`config.mk`:
```
export PLATFORM = sky130hd
export DESIGN_NAME = fault_aggregator
export DESIGN_NICKNAME = d
export VERILOG_FILES = /design/src/logic/fault_aggregator_pkg.sv /design/src/logic/fault_aggregator.sv
export SDC_FILE = /design/constraint.sdc
export NUM_CORES = 1
export LEC_CHECK = 0
export BUFFER_PORTS_ARGS = -buffer_cell sky130_fd_sc_hd__buf_2
export CAP_MARGIN = 10
export CORE_MARGIN = 1
export CORE_UTILIZATION = 52
export DETAILED_ROUTE_END_ITERATION = 7
export PLACE_DENSITY = 0.85
export SYNTH_ARGS = -nofsm -noshare
export SYNTH_HDL_FRONTEND = slang
export SYNTH_SLANG_ARGS = --single-unit
```
`constraint.sdc`:
```
create_clock -name clock -period 2.65 [get_ports clock]
set_input_delay 0.53 -clock clock [delete_from_list [all_inputs] [get_ports clock]]
set_output_delay 0.53 -clock clock [all_outputs]
set_load 0.03 [all_outputs]
```
`src/logic/fault_aggregator_pkg.sv`:
```
// constants for the fault aggregator: register map, fields, reset values
// Notes on behaviour
// - software mask bit 0 ignores software panics
// - watchdog mask bit 0 ignores watchdog errors
// - stack mask bit 0 ignores stack overruns
// - loop mask bit 0 ignores loop overruns
// - any unmasked source error sets summary flag
// - flag stays set until software clears unit
// - flag is bit 0, read only
// - code register keeps first error only, read only
// - code bit 15 software, bit 14 loop
// - code bit 13 stack, bit 12 watchdog
// - code bits 11..0 memory and converter parity
// - masks other than the parity mask, flag and code reset to zero
// - rising edge on clear bit clears unit
// - parity mask resets 0x0003, one bit per source
`default_nettype none
package fault_aggregator_pkg;
  // ==========================================================
  // register indices (byte address is four times the index)
  localparam logic [15:0] IDX_CLEAR = 16'hF421;
  localparam logic [15:0] IDX_PARITY_MASK = 16'hF422;
  localparam logic [15:0] IDX_SOFTWARE_MASK = 16'hF423;
  localparam logic [15:0] IDX_WATCHDOG_MASK = 16'hF424;
  localparam logic [15:0] IDX_STACK_MASK = 16'hF425;
  localparam logic [15:0] IDX_LOOP_MASK = 16'hF426;
  localparam logic [15:0] IDX_SUMMARY = 16'hF427;
  localparam logic [15:0] IDX_FIRST_SOURCE = 16'hF428;
  localparam logic [15:0] IDX_IRQ_STATUS = 16'hF429;
  localparam logic [15:0] IDX_IRQ_MASK = 16'hF42A;
  // ==========================================================
  // field layout
  localparam int CLEAR_BIT = 0;
  localparam int MASK_BIT = 0;
  localparam int SUMMARY_BIT = 0;
  localparam int CODE_W = 16;
  localparam int PARITY_W = 12;
  localparam int SRC_SOFTWARE = 15;
  localparam int SRC_LOOP = 14;
  localparam int SRC_STACK = 13;
  localparam int SRC_WATCHDOG = 12;
  localparam int src_data_mem_b_bank0 = 8;
  localparam int src_data_mem_a_bank0 = 4;
  localparam int src_program_mem_a = 2;
  localparam int src_rate_converter_a = 0;
  // ==========================================================
  // reset values
  localparam logic [PARITY_W-1:0] PARITY_MASK_RESET = 12'h003;
  localparam logic MASK_RESET = 1'h0;
  localparam logic [CODE_W-1:0] CODE_RESET = 16'h0000;
  localparam logic [31:0] READ_ZERO = 32'h0000_0000;
endpackage : fault_aggregator_pkg
`default_nettype wire

```
`src/logic/fault_aggregator.sv`:
```
// fault aggregator: per-source masks, sticky summary flag, first-source capture, APB slave
//
// Added by the designer: the APB interface to the registers.
`timescale 1ns/1ns
`default_nettype none
module fault_aggregator #(
  parameter int ADDR_W = 18
) (
  input wire logic clock,
  input wire logic rst,
  input wire logic psel,
  input wire logic penable,
  input wire logic pwrite,
  input wire logic [ADDR_W-1:0] paddr,
  input wire logic [31:0] pwdata,
  output logic [31:0] prdata,
  output logic pready,
  output logic pslverr,
  input wire logic softwarePanicErr,
  input wire logic loopOverrunErr,
  input wire logic stackOverrunErr,
  input wire logic watchdogErr,
  input wire logic [3:0] dataMemBParityErr,
  input wire logic [3:0] dataMemAParityErr,
  input wire logic [1:0] programMemParityErr,
  input wire logic [1:0] rateConverterParityErr,
  output logic faultFlag,
  output logic [15:0] firstFaultCode,
  output logic irq
);
  // ==========================================================
  // register state
  logic clearBit;
  logic [fault_aggregator_pkg::PARITY_W-1:0] parityMask;
  logic softwareIgnore;
  logic watchdog_fault_ignore;
  logic stackIgnore;
  logic loopIgnore;
  logic [fault_aggregator_pkg::CODE_W-1:0] irqStatus;
  logic [fault_aggregator_pkg::CODE_W-1:0] irqMask;

  // ==========================================================
  // bus decode
  logic [ADDR_W-3:0] wordIdx;
  logic access;
  logic wrDone;
  logic hitClear, hitParity, hitSoftware, hitWatchdog, hitStack, hitLoop;
  logic hitSummary, hitSource, hitIrqStatus, hitIrqMask, hitAny;

  assign wordIdx = paddr[ADDR_W-1:2];
  assign access = psel & penable & ~pready;
  assign wrDone = psel & penable & pready & pwrite;

  always_comb begin
    hitClear = 1'b0;
    hitParity = 1'b0;
    hitSoftware = 1'b0;
    hitWatchdog = 1'b0;
    hitStack = 1'b0;
    hitLoop = 1'b0;
    hitSummary = 1'b0;
    hitSource = 1'b0;
    hitIrqStatus = 1'b0;
    hitIrqMask = 1'b0;
    if (wordIdx == fault_aggregator_pkg::IDX_CLEAR) begin
      hitClear = 1'b1;
    end else if (wordIdx == fault_aggregator_pkg::IDX_PARITY_MASK) begin
      hitParity = 1'b1;
    end else if (wordIdx == fault_aggregator_pkg::IDX_SOFTWARE_MASK) begin
      hitSoftware = 1'b1;
    end else if (wordIdx == fault_aggregator_pkg::IDX_WATCHDOG_MASK) begin
      hitWatchdog = 1'b1;
    end else if (wordIdx == fault_aggregator_pkg::IDX_STACK_MASK) begin
      hitStack = 1'b1;
    end else if (wordIdx == fault_aggregator_pkg::IDX_LOOP_MASK) begin
      hitLoop = 1'b1;
    end else if (wordIdx == fault_aggregator_pkg::IDX_SUMMARY) begin
      hitSummary = 1'b1;
    end else if (wordIdx == fault_aggregator_pkg::IDX_FIRST_SOURCE) begin
      hitSource = 1'b1;
    end else if (wordIdx == fault_aggregator_pkg::IDX_IRQ_STATUS) begin
      hitIrqStatus = 1'b1;
    end else if (wordIdx == fault_aggregator_pkg::IDX_IRQ_MASK) begin
      hitIrqMask = 1'b1;
    end
  end

  assign hitAny = hitClear | hitParity | hitSoftware | hitWatchdog | hitStack | hitLoop |
                  hitSummary | hitSource | hitIrqStatus | hitIrqMask;

  // ==========================================================
  // error gating
  logic [fault_aggregator_pkg::CODE_W-1:0] rawErr;
  logic [fault_aggregator_pkg::CODE_W-1:0] ignoreVec;
  logic [fault_aggregator_pkg::CODE_W-1:0] gatedErr;
  logic anyErr;

  assign rawErr = {softwarePanicErr, loopOverrunErr, stackOverrunErr, watchdogErr,
                   dataMemBParityErr, dataMemAParityErr, programMemParityErr, rateConverterParityErr};

  assign ignoreVec[fault_aggregator_pkg::PARITY_W-1:0] = parityMask;
  assign ignoreVec[fault_aggregator_pkg::SRC_WATCHDOG] = watchdog_fault_ignore;
  assign ignoreVec[fault_aggregator_pkg::SRC_STACK] = stackIgnore;
  assign ignoreVec[fault_aggregator_pkg::SRC_LOOP] = loopIgnore;
  assign ignoreVec[fault_aggregator_pkg::SRC_SOFTWARE] = softwareIgnore;

  // ==========================================================
  // per-source gate
  for (genvar b = 0; b < fault_aggregator_pkg::CODE_W; b++) begin : g_gate
    assign gatedErr[b] = rawErr[b] & ~ignoreVec[b];
  end

  assign anyErr = |gatedErr;

  // ==========================================================
  // clear edge detect
  logic clearRise;
  logic next_clearBit;

  always_comb begin
    next_clearBit = clearBit;
    if (wrDone && hitClear) begin
      next_clearBit = pwdata[fault_aggregator_pkg::CLEAR_BIT];
    end
  end

  assign clearRise = next_clearBit & ~clearBit;

  always_ff @(posedge clock) begin
    if (rst) begin
      clearBit <= 1'b0;
    end else begin
      clearBit <= next_clearBit;
    end
  end

  // ==========================================================
  // control registers, one per concern
  // software mask resets to zero
  always_ff @(posedge clock) begin
    if (rst) begin
      softwareIgnore <= fault_aggregator_pkg::MASK_RESET;
    end else if (wrDone && hitSoftware) begin
      softwareIgnore <= pwdata[fault_aggregator_pkg::MASK_BIT];
    end
  end

  always_ff @(posedge clock) begin
    if (rst) begin
      watchdog_fault_ignore <= fault_aggregator_pkg::MASK_RESET;
    end else if (wrDone && hitWatchdog) begin
      watchdog_fault_ignore <= pwdata[fault_aggregator_pkg::MASK_BIT];
    end
  end

  always_ff @(posedge clock) begin
    if (rst) begin
      stackIgnore <= fault_aggregator_pkg::MASK_RESET;
    end else if (wrDone && hitStack) begin
      stackIgnore <= pwdata[fault_aggregator_pkg::MASK_BIT];
    end
  end

  always_ff @(posedge clock) begin
    if (rst) begin
      loopIgnore <= fault_aggregator_pkg::MASK_RESET;
    end else if (wrDone && hitLoop) begin
      loopIgnore <= pwdata[fault_aggregator_pkg::MASK_BIT];
    end
  end

  always_ff @(posedge clock) begin
    if (rst) begin
      parityMask <= fault_aggregator_pkg::PARITY_MASK_RESET;
    end else if (wrDone && hitParity) begin
      parityMask <= pwdata[fault_aggregator_pkg::PARITY_W-1:0];
    end
  end

  // interrupt mask, one blocks a source
  always_ff @(posedge clock) begin
    if (rst) begin
      irqMask <= fault_aggregator_pkg::CODE_RESET;
    end else if (wrDone && hitIrqMask) begin
      irqMask <= pwdata[fault_aggregator_pkg::CODE_W-1:0];
    end
  end

  // ==========================================================
  // summary flag
  always_ff @(posedge clock) begin
    if (rst) begin
      faultFlag <= 1'b0;
    end else if (anyErr) begin
      faultFlag <= 1'b1;
    end else if (clearRise) begin
      faultFlag <= 1'b0;
    end
  end

  // ==========================================================
  // first source capture
  logic codeEmpty;
  assign codeEmpty = ~|firstFaultCode;

  always_ff @(posedge clock) begin
    if (rst) begin
      firstFaultCode <= fault_aggregator_pkg::CODE_RESET;
    end else if (clearRise) begin
      // clear zeroes code, new error caught
      firstFaultCode <= gatedErr;
    end else if (codeEmpty && anyErr) begin
      firstFaultCode <= gatedErr;
    end
  end

  // ==========================================================
  // interrupt status and output
  logic [fault_aggregator_pkg::CODE_W-1:0] next_irqStatus;
  logic statusClear;

  assign statusClear = wrDone & hitIrqStatus;

  for (genvar b = 0; b < fault_aggregator_pkg::CODE_W; b++) begin : g_irq_status
    // set wins over a write-one clear
    assign next_irqStatus[b] = gatedErr[b] | (irqStatus[b] & ~(statusClear & pwdata[b]));

    always_ff @(posedge clock) begin
      if (rst) begin
        irqStatus[b] <= fault_aggregator_pkg::CODE_RESET[b];
      end else begin
        irqStatus[b] <= next_irqStatus[b];
      end
    end
  end

  always_ff @(posedge clock) begin
    if (rst) begin
      irq <= 1'b0;
    end else begin
      irq <= |(next_irqStatus & ~irqMask);
    end
  end

  // ==========================================================
  // read data and handshake
  logic [31:0] readMux;

  always_comb begin
    readMux = fault_aggregator_pkg::READ_ZERO;
    if (hitClear) begin
      readMux[fault_aggregator_pkg::CLEAR_BIT] = clearBit;
    end else if (hitParity) begin
      readMux[fault_aggregator_pkg::PARITY_W-1:0] = parityMask;
    end else if (hitSoftware) begin
      readMux[fault_aggregator_pkg::MASK_BIT] = softwareIgnore;
    end else if (hitWatchdog) begin
      readMux[fault_aggregator_pkg::MASK_BIT] = watchdog_fault_ignore;
    end else if (hitStack) begin
      readMux[fault_aggregator_pkg::MASK_BIT] = stackIgnore;
    end else if (hitLoop) begin
      readMux[fault_aggregator_pkg::MASK_BIT] = loopIgnore;
    end else if (hitSummary) begin
      readMux[fault_aggregator_pkg::SUMMARY_BIT] = faultFlag;
    end else if (hitSource) begin
      readMux[fault_aggregator_pkg::CODE_W-1:0] = firstFaultCode;
    end else if (hitIrqStatus) begin
      readMux[fault_aggregator_pkg::CODE_W-1:0] = irqStatus;
    end else if (hitIrqMask) begin
      readMux[fault_aggregator_pkg::CODE_W-1:0] = irqMask;
    end
  end

  // ready one cycle into the access phase
  always_ff @(posedge clock) begin
    if (rst) begin
      pready <= 1'b0;
    end else begin
      pready <= access;
    end
  end

  // unmapped index answers with an error
  always_ff @(posedge clock) begin
    if (rst) begin
      pslverr <= 1'b0;
    end else begin
      pslverr <= access & ~hitAny;
    end
  end

  // read data holds until the next read
  always_ff @(posedge clock) begin
    if (rst) begin
      prdata <= fault_aggregator_pkg::READ_ZERO;
    end else if (access && !pwrite) begin
      prdata <= readMux;
    end
  end
endmodule : fault_aggregator
`default_nettype wire

```
==> results of run 1 <==
[path summary, 6_finish.rpt]
| check | startpoint | endpoint | slack, ns | cells after the start |
|---|---|---|---|---|
| worst max register to register | pready | loopIgnore | 0.59 | 6 |
| worst min-delay path | pwdata[12] | irqMask[12] | 0.42 | 3 |
| worst min register to register | irqStatus[11] | irqStatus[11] | 0.46 | 2 |
| worst max-delay path | paddr[9] | prdata[3] | 0.37 | 7 |
[sequential cells by signal, summed over array words and instances, names as in the netlist, 12 cells and up]
signal	cells
firstFaultCode	16
prdata	16
parityMask	12
irqMask	16
irqStatus	16
[metrics by stage]
| step | cells | setup WS [ns] |
|---|---|---|
| global route | 755 | 0.257 |
| finish | 755 | 0.367 |
| floorplan | 571 | 0.338 |
| detailed placement | 739 | 0.0137 |
| global placement | 739 | 0.100 |
| CTS | 755 | 0.377 |
[metal layers]
layer  wire length, um  vias to the layer above
met2              5840                      256
met4               357                        0
met1              5250                     2099
met5                 0                        -
li1                  -                     2130
met3              1330                       33
[tightest hold or removal path, cell delays in order]
cell and delay [ns]:
buf_2 0.10, nand2_1 0.05, a21oi_1 0.05
[power by group through the flow]
stage,clock (mW),sequential (mW),combinational [mW]
floorplan,0,1.52,0.339
global placement,0,1.44,0.632
detailed placement,0,1.44,0.645
CTS,0.864,1.41,0.649
global route,0.923,1.42,0.703
finish,0.863,1.42,0.657
[final cells by class]
cell class | count | share of cell area [%]
clock inverter | 7 | 1.11
clock buffer | 9 | 2.45
multi-input combinational | 403 | 44.2
inverter | 33 | 2.45
sequential | 85 | 33.7
tap | 102 | 2.53
timing repair buffer | 116 | 13.6
[logic make-up (layout without fill, tap and decap cells)]
group | Yosys count | count (layout)
AND/OR/NAND/NOR | 201 | 201
AO/OA/AOI/OAI | 181 | 181
multiplexers | 5 | 5
buffers and inverters | 83 | 165
flip-flops | 85 | 85
other | 1 | 16
[cell usage in the layout, fill, tap and decap left out, drive strengths merged, types with 11 or more instances in the layout]
cell    netlist  layout
a21oi        78      78
a22oi        12      12
buf          24     116
conb          1      16
dfxtp        85      85
inv          33      36
nand2        91      91
nand2b       23      23
nand3        15      15
nor2         31      31
nor4         11      11
o21ai        46      46
o41ai        15      15
==> flow_summary.toml, run 1 <==
[hold_path]
hold_path.class = "in2reg"

[route]
drtAntennaViolNets = 0
drtPass1Iterations = 6
drt_wl_total_um = 12800
first_iter_violations = 410
routed_via_density = 5.98
drc = 0
wl_per_cell_um = 16.9
num_vias = 4518

[worst_setup_path]
cp_data_arrival_time_ns = 2.54
cp_cell_sequence = "buf_2, nor4b_4, nand3_4, or4b_4, o41a_1, o21ai_0, a21oi_1"
critPathLaunchType = "primary input"
setup.worst_path.class = "in2reg"
cp.required_ns = 2.91
worstPathMaxFanout = 11
slowest_stage = "or4b_4"
crit_family = "simple AND/OR/NAND/NOR gates"
slowest_delay_ns = 0.59
crit_path_end_kind = "flip-flop"
cp.buffers_inverters = 1

[power_and_ir_drop]
switching_share_pct = 34.5
power_frac_comb_pct = 22.4
vdd_drop_max_mv = 0.225
p_sw_mw = 1.01
powerDensity_nw_per_um2 = 581
clock_power_share_pct = 29.4
leakage_nw = 2.05
pwr-share-seq_pct = 48.2
p_int_mw = 1.92
power_mw = 2.94

[layout]
nFillCells = 692
layout-drive-gt1-share_pct = 22.1
seq_area_um2 = 1700
areaGrowthSynthToFinish_pct = 18.6
finalNetCount = 719
layout.cell_area.non_filler_um2 = 5050
diodes = 0
multi_input_area_um2 = 2230
fin_util_pct = 64.7

[synth]
ys.flop_type = "dfxtp_1"
synthCells = 556
synth.largest_area_cell = "dfxtp_1"
synth_area_leaders = "dfxtp_1 (40%), a21oi_1 (9.2%), nand2_1 (8.0%)"
synth_most_common_cell = "nand2_1"
synth-simple-area-share_pct = 23.9
synth_top_family_by_area = "compound AO/OA/AOI/OAI gates"
synthMuxAreaShare_pct = 1.17
avgSynthCellArea_um2 = 7.66
yosys_warnings = 0
synth_edf_count = 0
synth.top_cell.area_share_pct = 39.9
syn_area_um2 = 4260
synth_adder_area_share_pct = 0
ys_seq_area_share_pct = 39.9
ys_ff_latch = 85
async_flop_share_pct = 0
yosysUniqueCellTypes = 50
ys_top_cells_by_count = "nand2_1 (91), dfxtp_1 (85), a21oi_1 (78), o21ai_0 (41), inv_1 (33)"
synth_compound_area_share_pct = 25.5
synth_xor_xnor_area_share_pct = 0

[floorplanning]
die_y_um = 92.5
ios = 123
rows = 32
core_area_um2 = 7810
start_util_pct = 54.6
dieArea_um2 = 8560
fp.dieW_um = 92.5

[timing]
grt_setup_unrepaired = "no"
setup_viol_count_final = 0
tns_ns = 0
post-route-period-util_pct = 86.1
worst_pin_slew_ns = 0.787
max_freq_mhz = 438
finalCriticalPeriod_ns = 2.28
final_hold_viol_count = 0
clock_skew_ns = 0.0124
slew_violations = 0
slew_headroom_pct = 47.6
holdWs_ns = 0.418

[clocking]
cts_sinks = 85
cts_resized = 0
clkLatencyLatePin_ns = 0.37
root_buffer = "clkbuf_8"
cts.reportedPaths.clkPinSlew_ns = 0.10
cts_max_level = 3
numCtsBuffers = 9
cts.path.max_buffers = 2
cts_tree = "yes"
cts_setup_buffers = 0
ctsHoldBuffers = 0

[global_routing]
antenna_found_initial = 0
grt_usage_pct = 30.3
busiest_layer = "met2"
grt_max_degree = 78
use_met1_pct = 41.5
grt_pass1_wl_um = 20100
met3_usage_pct = 6.24
grt_pass1_vias = 4044
met2_usage_pct = 46.9
grt-ovfl-total = 0

[placed_design]
place.gp.congestion = 0.974
place_hpwl_um = 9540
port_buffers = 88
post_dp_cell_area_um2 = 4870

[flow_run]
max-cap-violations = 0

[run_status]
status = "finished clean"
Power figures use the tool's default switching activity.
==> inputs of run 2 (changes only) <==
--- a/config.mk
+++ b/config.mk
@@ -8,9 +8,9 @@
 export BUFFER_PORTS_ARGS = -buffer_cell sky130_fd_sc_hd__buf_2
 export CAP_MARGIN = 10
 export CORE_MARGIN = 1
-export CORE_UTILIZATION = 52
+export CORE_UTILIZATION = 55
 export DETAILED_ROUTE_END_ITERATION = 7
-export PLACE_DENSITY = 0.85
+export PLACE_DENSITY = 0.89
 export SYNTH_ARGS = -nofsm -noshare
 export SYNTH_HDL_FRONTEND = slang
 export SYNTH_SLANG_ARGS = --single-unit
==> constraint.sdc (replaced) <==
create_clock -name clock -period 2.7 [get_ports clock]
set_input_delay 0.54 -clock clock [delete_from_list [all_inputs] [get_ports clock]]
set_output_delay 0.54 -clock clock [all_outputs]
set_load 0.03 [all_outputs]
==> run 2 against run 1 <==
  * Flip-flop and latch count unchanged
  * Clock skew decreased by 0.0019 ns
  * Largest cell class unchanged
  * Combinational power decreased by 8.5%
  * Power decreased by 3.2%
  * Clock power decreased by 1%
  * Die area decreased by 5.3%
  * Worst hold slack improved by 0.018 ns
  * Global-route usage increased by 2.7 points
  * Final cell count decreased by 0.26%
  * Largest power group unchanged
  * First-iteration DRC count increased by 66%
  * Sequential share of layout area increased by 0.12 points
  * Via count increased by 0.91%
==> flow_summary.toml, run 2 (synthesized netlist as in run 1, its figures left out) <==
[run_status]
status = "finished clean"

[floorplanning]
fp.dieW_um = 90.0
rows = 31
dieArea_um2 = 8100
die_y_um = 90.0
ios = 123
start_util_pct = 57.8
core_area_um2 = 7370

[route]
drc = 0
drt_wl_total_um = 13200
drtPass1Iterations = 8
routed_via_density = 6.05
num_vias = 4559
drtAntennaViolNets = 0
wl_per_cell_um = 17.5
first_iter_violations = 680

[layout]
nFillCells = 633
finalNetCount = 720
layout-drive-gt1-share_pct = 22.2
fin_cells = 753
areaGrowthSynthToFinish_pct = 18.1
diodes = 0
final_common_cell = "nand2_1"
layout_common_cells = "nand2_1 (91), buf_2 (88), dfxtp_1 (85)"
layout.cell_area.non_filler_um2 = 5030

[power_and_ir_drop]
p_int_mw = 1.87
power_mw = 2.84
powerDensity_nw_per_um2 = 564
p_sw_mw = 0.970
clock_power_share_pct = 30.0
power_frac_comb_pct = 21.2
pwr-share-seq_pct = 48.8
leakage_nw = 2.05
switching_share_pct = 34.1
vdd_drop_max_mv = 0.223

[worst_setup_path]
slowest_stage = "a21oi_2"
cp.required_ns = 2.95
critPathLaunchType = "flip-flop"
timing.rr.start = "firstFaultCode[15]"
slowest_delay_ns = 0.93
crit_family = "compound AO/OA/AOI/OAI gates"
cp_data_arrival_time_ns = 2.62
worstRegToRegCells = 5
cp.buffers_inverters = 0
worstPathMaxFanout = 31
crit_path_end_kind = "flip-flop"
setup.worst_path.class = "reg2reg"
cp_cell_sequence = "nor4_1, nand4_1, a21oi_2, o21ai_0, o41ai_1"
reg2reg_to = "firstFaultCode[2]"
ff2ff_setup_slack_ns = 0.33

[global_routing]
grt_pass1_vias = 4218
grt_max_degree = 78
grt_usage_pct = 33.0
antenna_found_initial = 0
met2_usage_pct = 49.9
grt-ovfl-total = 0
met3_usage_pct = 7.19
grt_pass1_wl_um = 21200
busiest_layer = "met2"
use_met1_pct = 45.3

[timing]
post-route-period-util_pct = 87.8
tns_ns = 0
holdWs_ns = 0.437
slew_headroom_pct = 17.6
clock_skew_ns = 0.0105
max_freq_mhz = 422
setup_viol_count_final = 0
finalCriticalPeriod_ns = 2.37
final_hold_viol_count = 0
worst_pin_slew_ns = 1.24
grt_setup_unrepaired = "no"
slew_violations = 0

[placed_design]
place.gp.congestion = 0.955
placed_cells = 737
post_dp_cell_area_um2 = 4850
port_buffers = 88
place_hpwl_um = 9580

[clocking]
cts_tree = "yes"
ctsHoldBuffers = 0
root_buffer = "clkbuf_8"
cts_resized = 0
cts_max_level = 3
cts_sinks = 85
numCtsBuffers = 9
clkLatencyLatePin_ns = 0.36
cts_setup_buffers = 0
cts.reportedPaths.clkPinSlew_ns = 0.09
cts.path.max_buffers = 2

[hold_path]
worstHoldStart = "pwdata[3]"
min_path_cells = 3
min_to = "parityMask[3]"
hold_path.class = "in2reg"

[flow_run]
max-cap-violations = 0
## run 2: changes by cell type in the layout (fill, tap and decap cells not counted), sizes merged
cell and delta:
buf +1, inv -1, clkbuf +1
## run 2: worst max-delay path by stage
stage,slack (ns),from,depth (start not counted),endpoint
2_1_floorplan,0.38,paddr[9],7,prdata[10]
3_3_place_gp,0.15,paddr[9],7,prdata[11]
3_5_place_dp,0.10,paddr[9],7,prdata[2]
4_1_cts,0.36,firstFaultCode[15],5,firstFaultCode[2]
5_1_grt,0.09,firstFaultCode[15],5,firstFaultCode[10]
6_report,0.33,firstFaultCode[15],5,firstFaultCode[2]
## run 2: through the flow
stage	setup slack [ns]	utilization (%)
3_3_place_gp	0.148	65.8
2_1_floorplan	0.378	-
5_1_grt	0.0895	68.3
6_report	0.328	68.3
4_1_cts	0.361	68.3
3_5_place_dp	0.105	65.8
## run 2: power by group through the flow
stage          clock, mW  sequential [mW]  combinational (mW)
2_1_floorplan          0             1.49               0.332
3_3_place_gp           0             1.41               0.574
3_5_place_dp           0             1.41               0.586
4_1_cts            0.856             1.38               0.592
5_1_grt            0.919             1.39               0.648
6_report           0.854             1.39               0.601
## run 2: metal layers
layer	vias to the layer above	wire length, um
met5	-	0
met1	2090	5380
met4	0	442
met2	296	5990
met3	49	1360
li1	2124	-
## run 2: worst min-delay path: cells and delay by family
kind / cells / cell delay (ns)
and+or+nand+nor: 1 / 0.05
buffers and inverters: 1 / 0.12
AOI/OAI and AO/OA: 1 / 0.05
## run 2: area by class of cell
| cell class | instances | area [um^2] | area share [%] |
|---|---|---|---|
| multi-input combinational | 403 | 2230 | 44.3 |
| sequential | 85 | 1700 | 33.8 |
| timing repair buffer | 117 | 671 | 13.3 |
| clock buffer | 10 | 138 | 2.73 |
| inverter | 33 | 124 | 2.46 |
| tap | 99 | 124 | 2.46 |
| clock inverter | 6 | 46.3 | 0.919 |
==> inputs of run 3 (changes only) <==
--- a/config.mk
+++ b/config.mk
@@ -5,12 +5,12 @@
 export SDC_FILE = /design/constraint.sdc
 export NUM_CORES = 1
 export LEC_CHECK = 0
-export BUFFER_PORTS_ARGS = -buffer_cell sky130_fd_sc_hd__buf_2
 export CAP_MARGIN = 10
 export CORE_MARGIN = 1
 export CORE_UTILIZATION = 55
 export DETAILED_ROUTE_END_ITERATION = 7
-export PLACE_DENSITY = 0.89
+export DONT_BUFFER_PORTS = 1
+export PLACE_DENSITY = 0.75
 export SYNTH_ARGS = -nofsm -noshare
 export SYNTH_HDL_FRONTEND = slang
 export SYNTH_SLANG_ARGS = --single-unit
==> run 3 against run 2 <==
  * Core utilization decreased by 6.5 points
  * Register-to-register slack improved by 0.24 ns
  * Critical path depth increased by 1
  * Final cell count decreased by 13%
  * Power decreased by 0.87%
==> flow_summary.toml, run 3 (synthesized netlist as in run 1, its figures left out) <==
[power_and_ir_drop]
power_mw = 2.82
p_sw_mw = 0.923
leakage_nw = 1.62
powerDensity_nw_per_um2 = 618
vdd_drop_max_mv = 0.278
pwr-share-seq_pct = 53.0
p_int_mw = 1.89
power_frac_comb_pct = 13.4
clock_power_share_pct = 33.6
switching_share_pct = 32.8

[flow_run]
max-cap-violations = 0

[placed_design]
placed_cells = 639
place_hpwl_um = 9190
post_dp_cell_area_um2 = 4350
place.gp.congestion = 0.936
port_buffers = 0

[floorplanning]
die_y_um = 90.0
rows = 31
start_util_pct = 57.8
dieArea_um2 = 8100
core_area_um2 = 7370
fp.dieW_um = 90.0
ios = 123

[worst_setup_path]
crit_path_end_kind = "flip-flop"
setup.worst_path.class = "reg2reg"
worstRegToRegCells = 6
critPathLaunchType = "flip-flop"
cp_data_arrival_time_ns = 2.41
reg2reg_to = "loopIgnore"
crit_path_start = "pready"
worstPathMaxFanout = 8
cp.required_ns = 2.97
crit_path_end = "loopIgnore"
ff2ff_setup_slack_ns = 0.56
timing.rr.start = "pready"

[clocking]
cts.path.max_buffers = 2
cts_max_level = 3
cts_resized = 0
cts_tree = "yes"
clkLatencyLatePin_ns = 0.37
cts_sinks = 85
cts.reportedPaths.clkPinSlew_ns = 0.09
ctsHoldBuffers = 0
cts_setup_buffers = 0
numCtsBuffers = 9
root_buffer = "clkbuf_8"

[global_routing]
grt_pass1_vias = 3734
antenna_found_initial = 0
grt_pass1_wl_um = 19600
grt_max_degree = 79
grt_usage_pct = 31.0
grt-ovfl-total = 0

[route]
drc = 0
drt_wl_total_um = 12600
drtPass1Iterations = 6
num_vias = 4097
drtAntennaViolNets = 0
first_iter_violations = 376
routed_via_density = 6.25
wl_per_cell_um = 19.2

[layout]
layout.cell_area.non_filler_um2 = 4560
fin_cells = 655
finalNetCount = 622
diodes = 0
areaGrowthSynthToFinish_pct = 6.99
layout-drive-gt1-share_pct = 8.63
final_common_cell = "nand2_1"
layout_common_cells = "nand2_1 (91), dfxtp_1 (85), a21oi_1 (77)"

[timing]
post-route-period-util_pct = 79.1
grt_setup_unrepaired = "no"
setup_viol_count_final = 0
slew_headroom_pct = 56.4
worst_pin_slew_ns = 0.653
final_hold_viol_count = 0
clock_skew_ns = 0.0117
slew_violations = 0
finalCriticalPeriod_ns = 2.14
tns_ns = 0
max_freq_mhz = 468

[hold_path]
hold_path.class = "in2reg"

[run_status]
status = "finished clean"
==> run 3: cell count changes in the layout (fill, tap and decap cells not counted), sizes merged <==
cell and delta:
inv +1, clkinvlp -1, buf -98, clkbuf -1, bufinv +1
==> run 3: how the worst min path moves through the flow <==
stage / startpoint / to / depth (start not counted)
4_1_cts: rst / parityMask[8] / 1
3_3_place_gp: irqStatus[11] / irqStatus[11] / 2
5_1_grt: rst / clearBit / 1
3_5_place_dp: irqStatus[11] / irqStatus[11] / 2
6_report: rst / clearBit / 1
2_1_floorplan: irqStatus[10] / irqStatus[10] / 2
==> run 3: metal layers <==
layer | GRT usage [%] | routed length (um) | up-vias
met4 | 9.95 | 132 | 0
met5 | 0 | 0 | -
met1 | 43.0 | 5350 | 1891
met2 | 47.2 | 5640 | 268
li1 | - | - | 1924
met3 | 7.61 | 1440 | 14
==> run 3: power by group through the flow <==
stage | combinational, mW | clock [mW] | sequential, mW
3_5_place_dp | 0.370 | 0 | 1.52
2_1_floorplan | 0.332 | 0 | 1.49
3_3_place_gp | 0.362 | 0 | 1.52
4_1_cts | 0.373 | 0.946 | 1.49
5_1_grt | 0.419 | 1.01 | 1.50
6_report | 0.377 | 0.946 | 1.49
==> run 3: worst max-delay path, cell delays in order, from the launching register on <==
cell     delay (ns)
dfxtp_1        0.62
nand4_1        0.23
buf_4          0.24
nor4b_1        0.54
nand3_1        0.18
mux2i_1        0.19
nor2_1         0.05
==> run 3: area by class of cell <==
type | instances | area (um^2)
Inverter | 33 | 124
Clock buffer | 9 | 124
Clock inverter | 7 | 81.3
Timing Repair Buffer | 19 | 168
Multi-Input combinational cell | 403 | 2240
Tap cell | 99 | 124
Fill cell | 691 | 2810
Sequential cell | 85 | 1700
==> run 3: stage by stage <==
step	hold WS, ns	util, %	setup slack, ns
floorplan	0.436	-	0.378
global placement	0.437	59.1	0.265
detailed placement	0.449	59.1	0.212
CTS	0.235	61.9	0.583
global route	0.234	61.9	0.434
finish	0.236	61.9	0.564
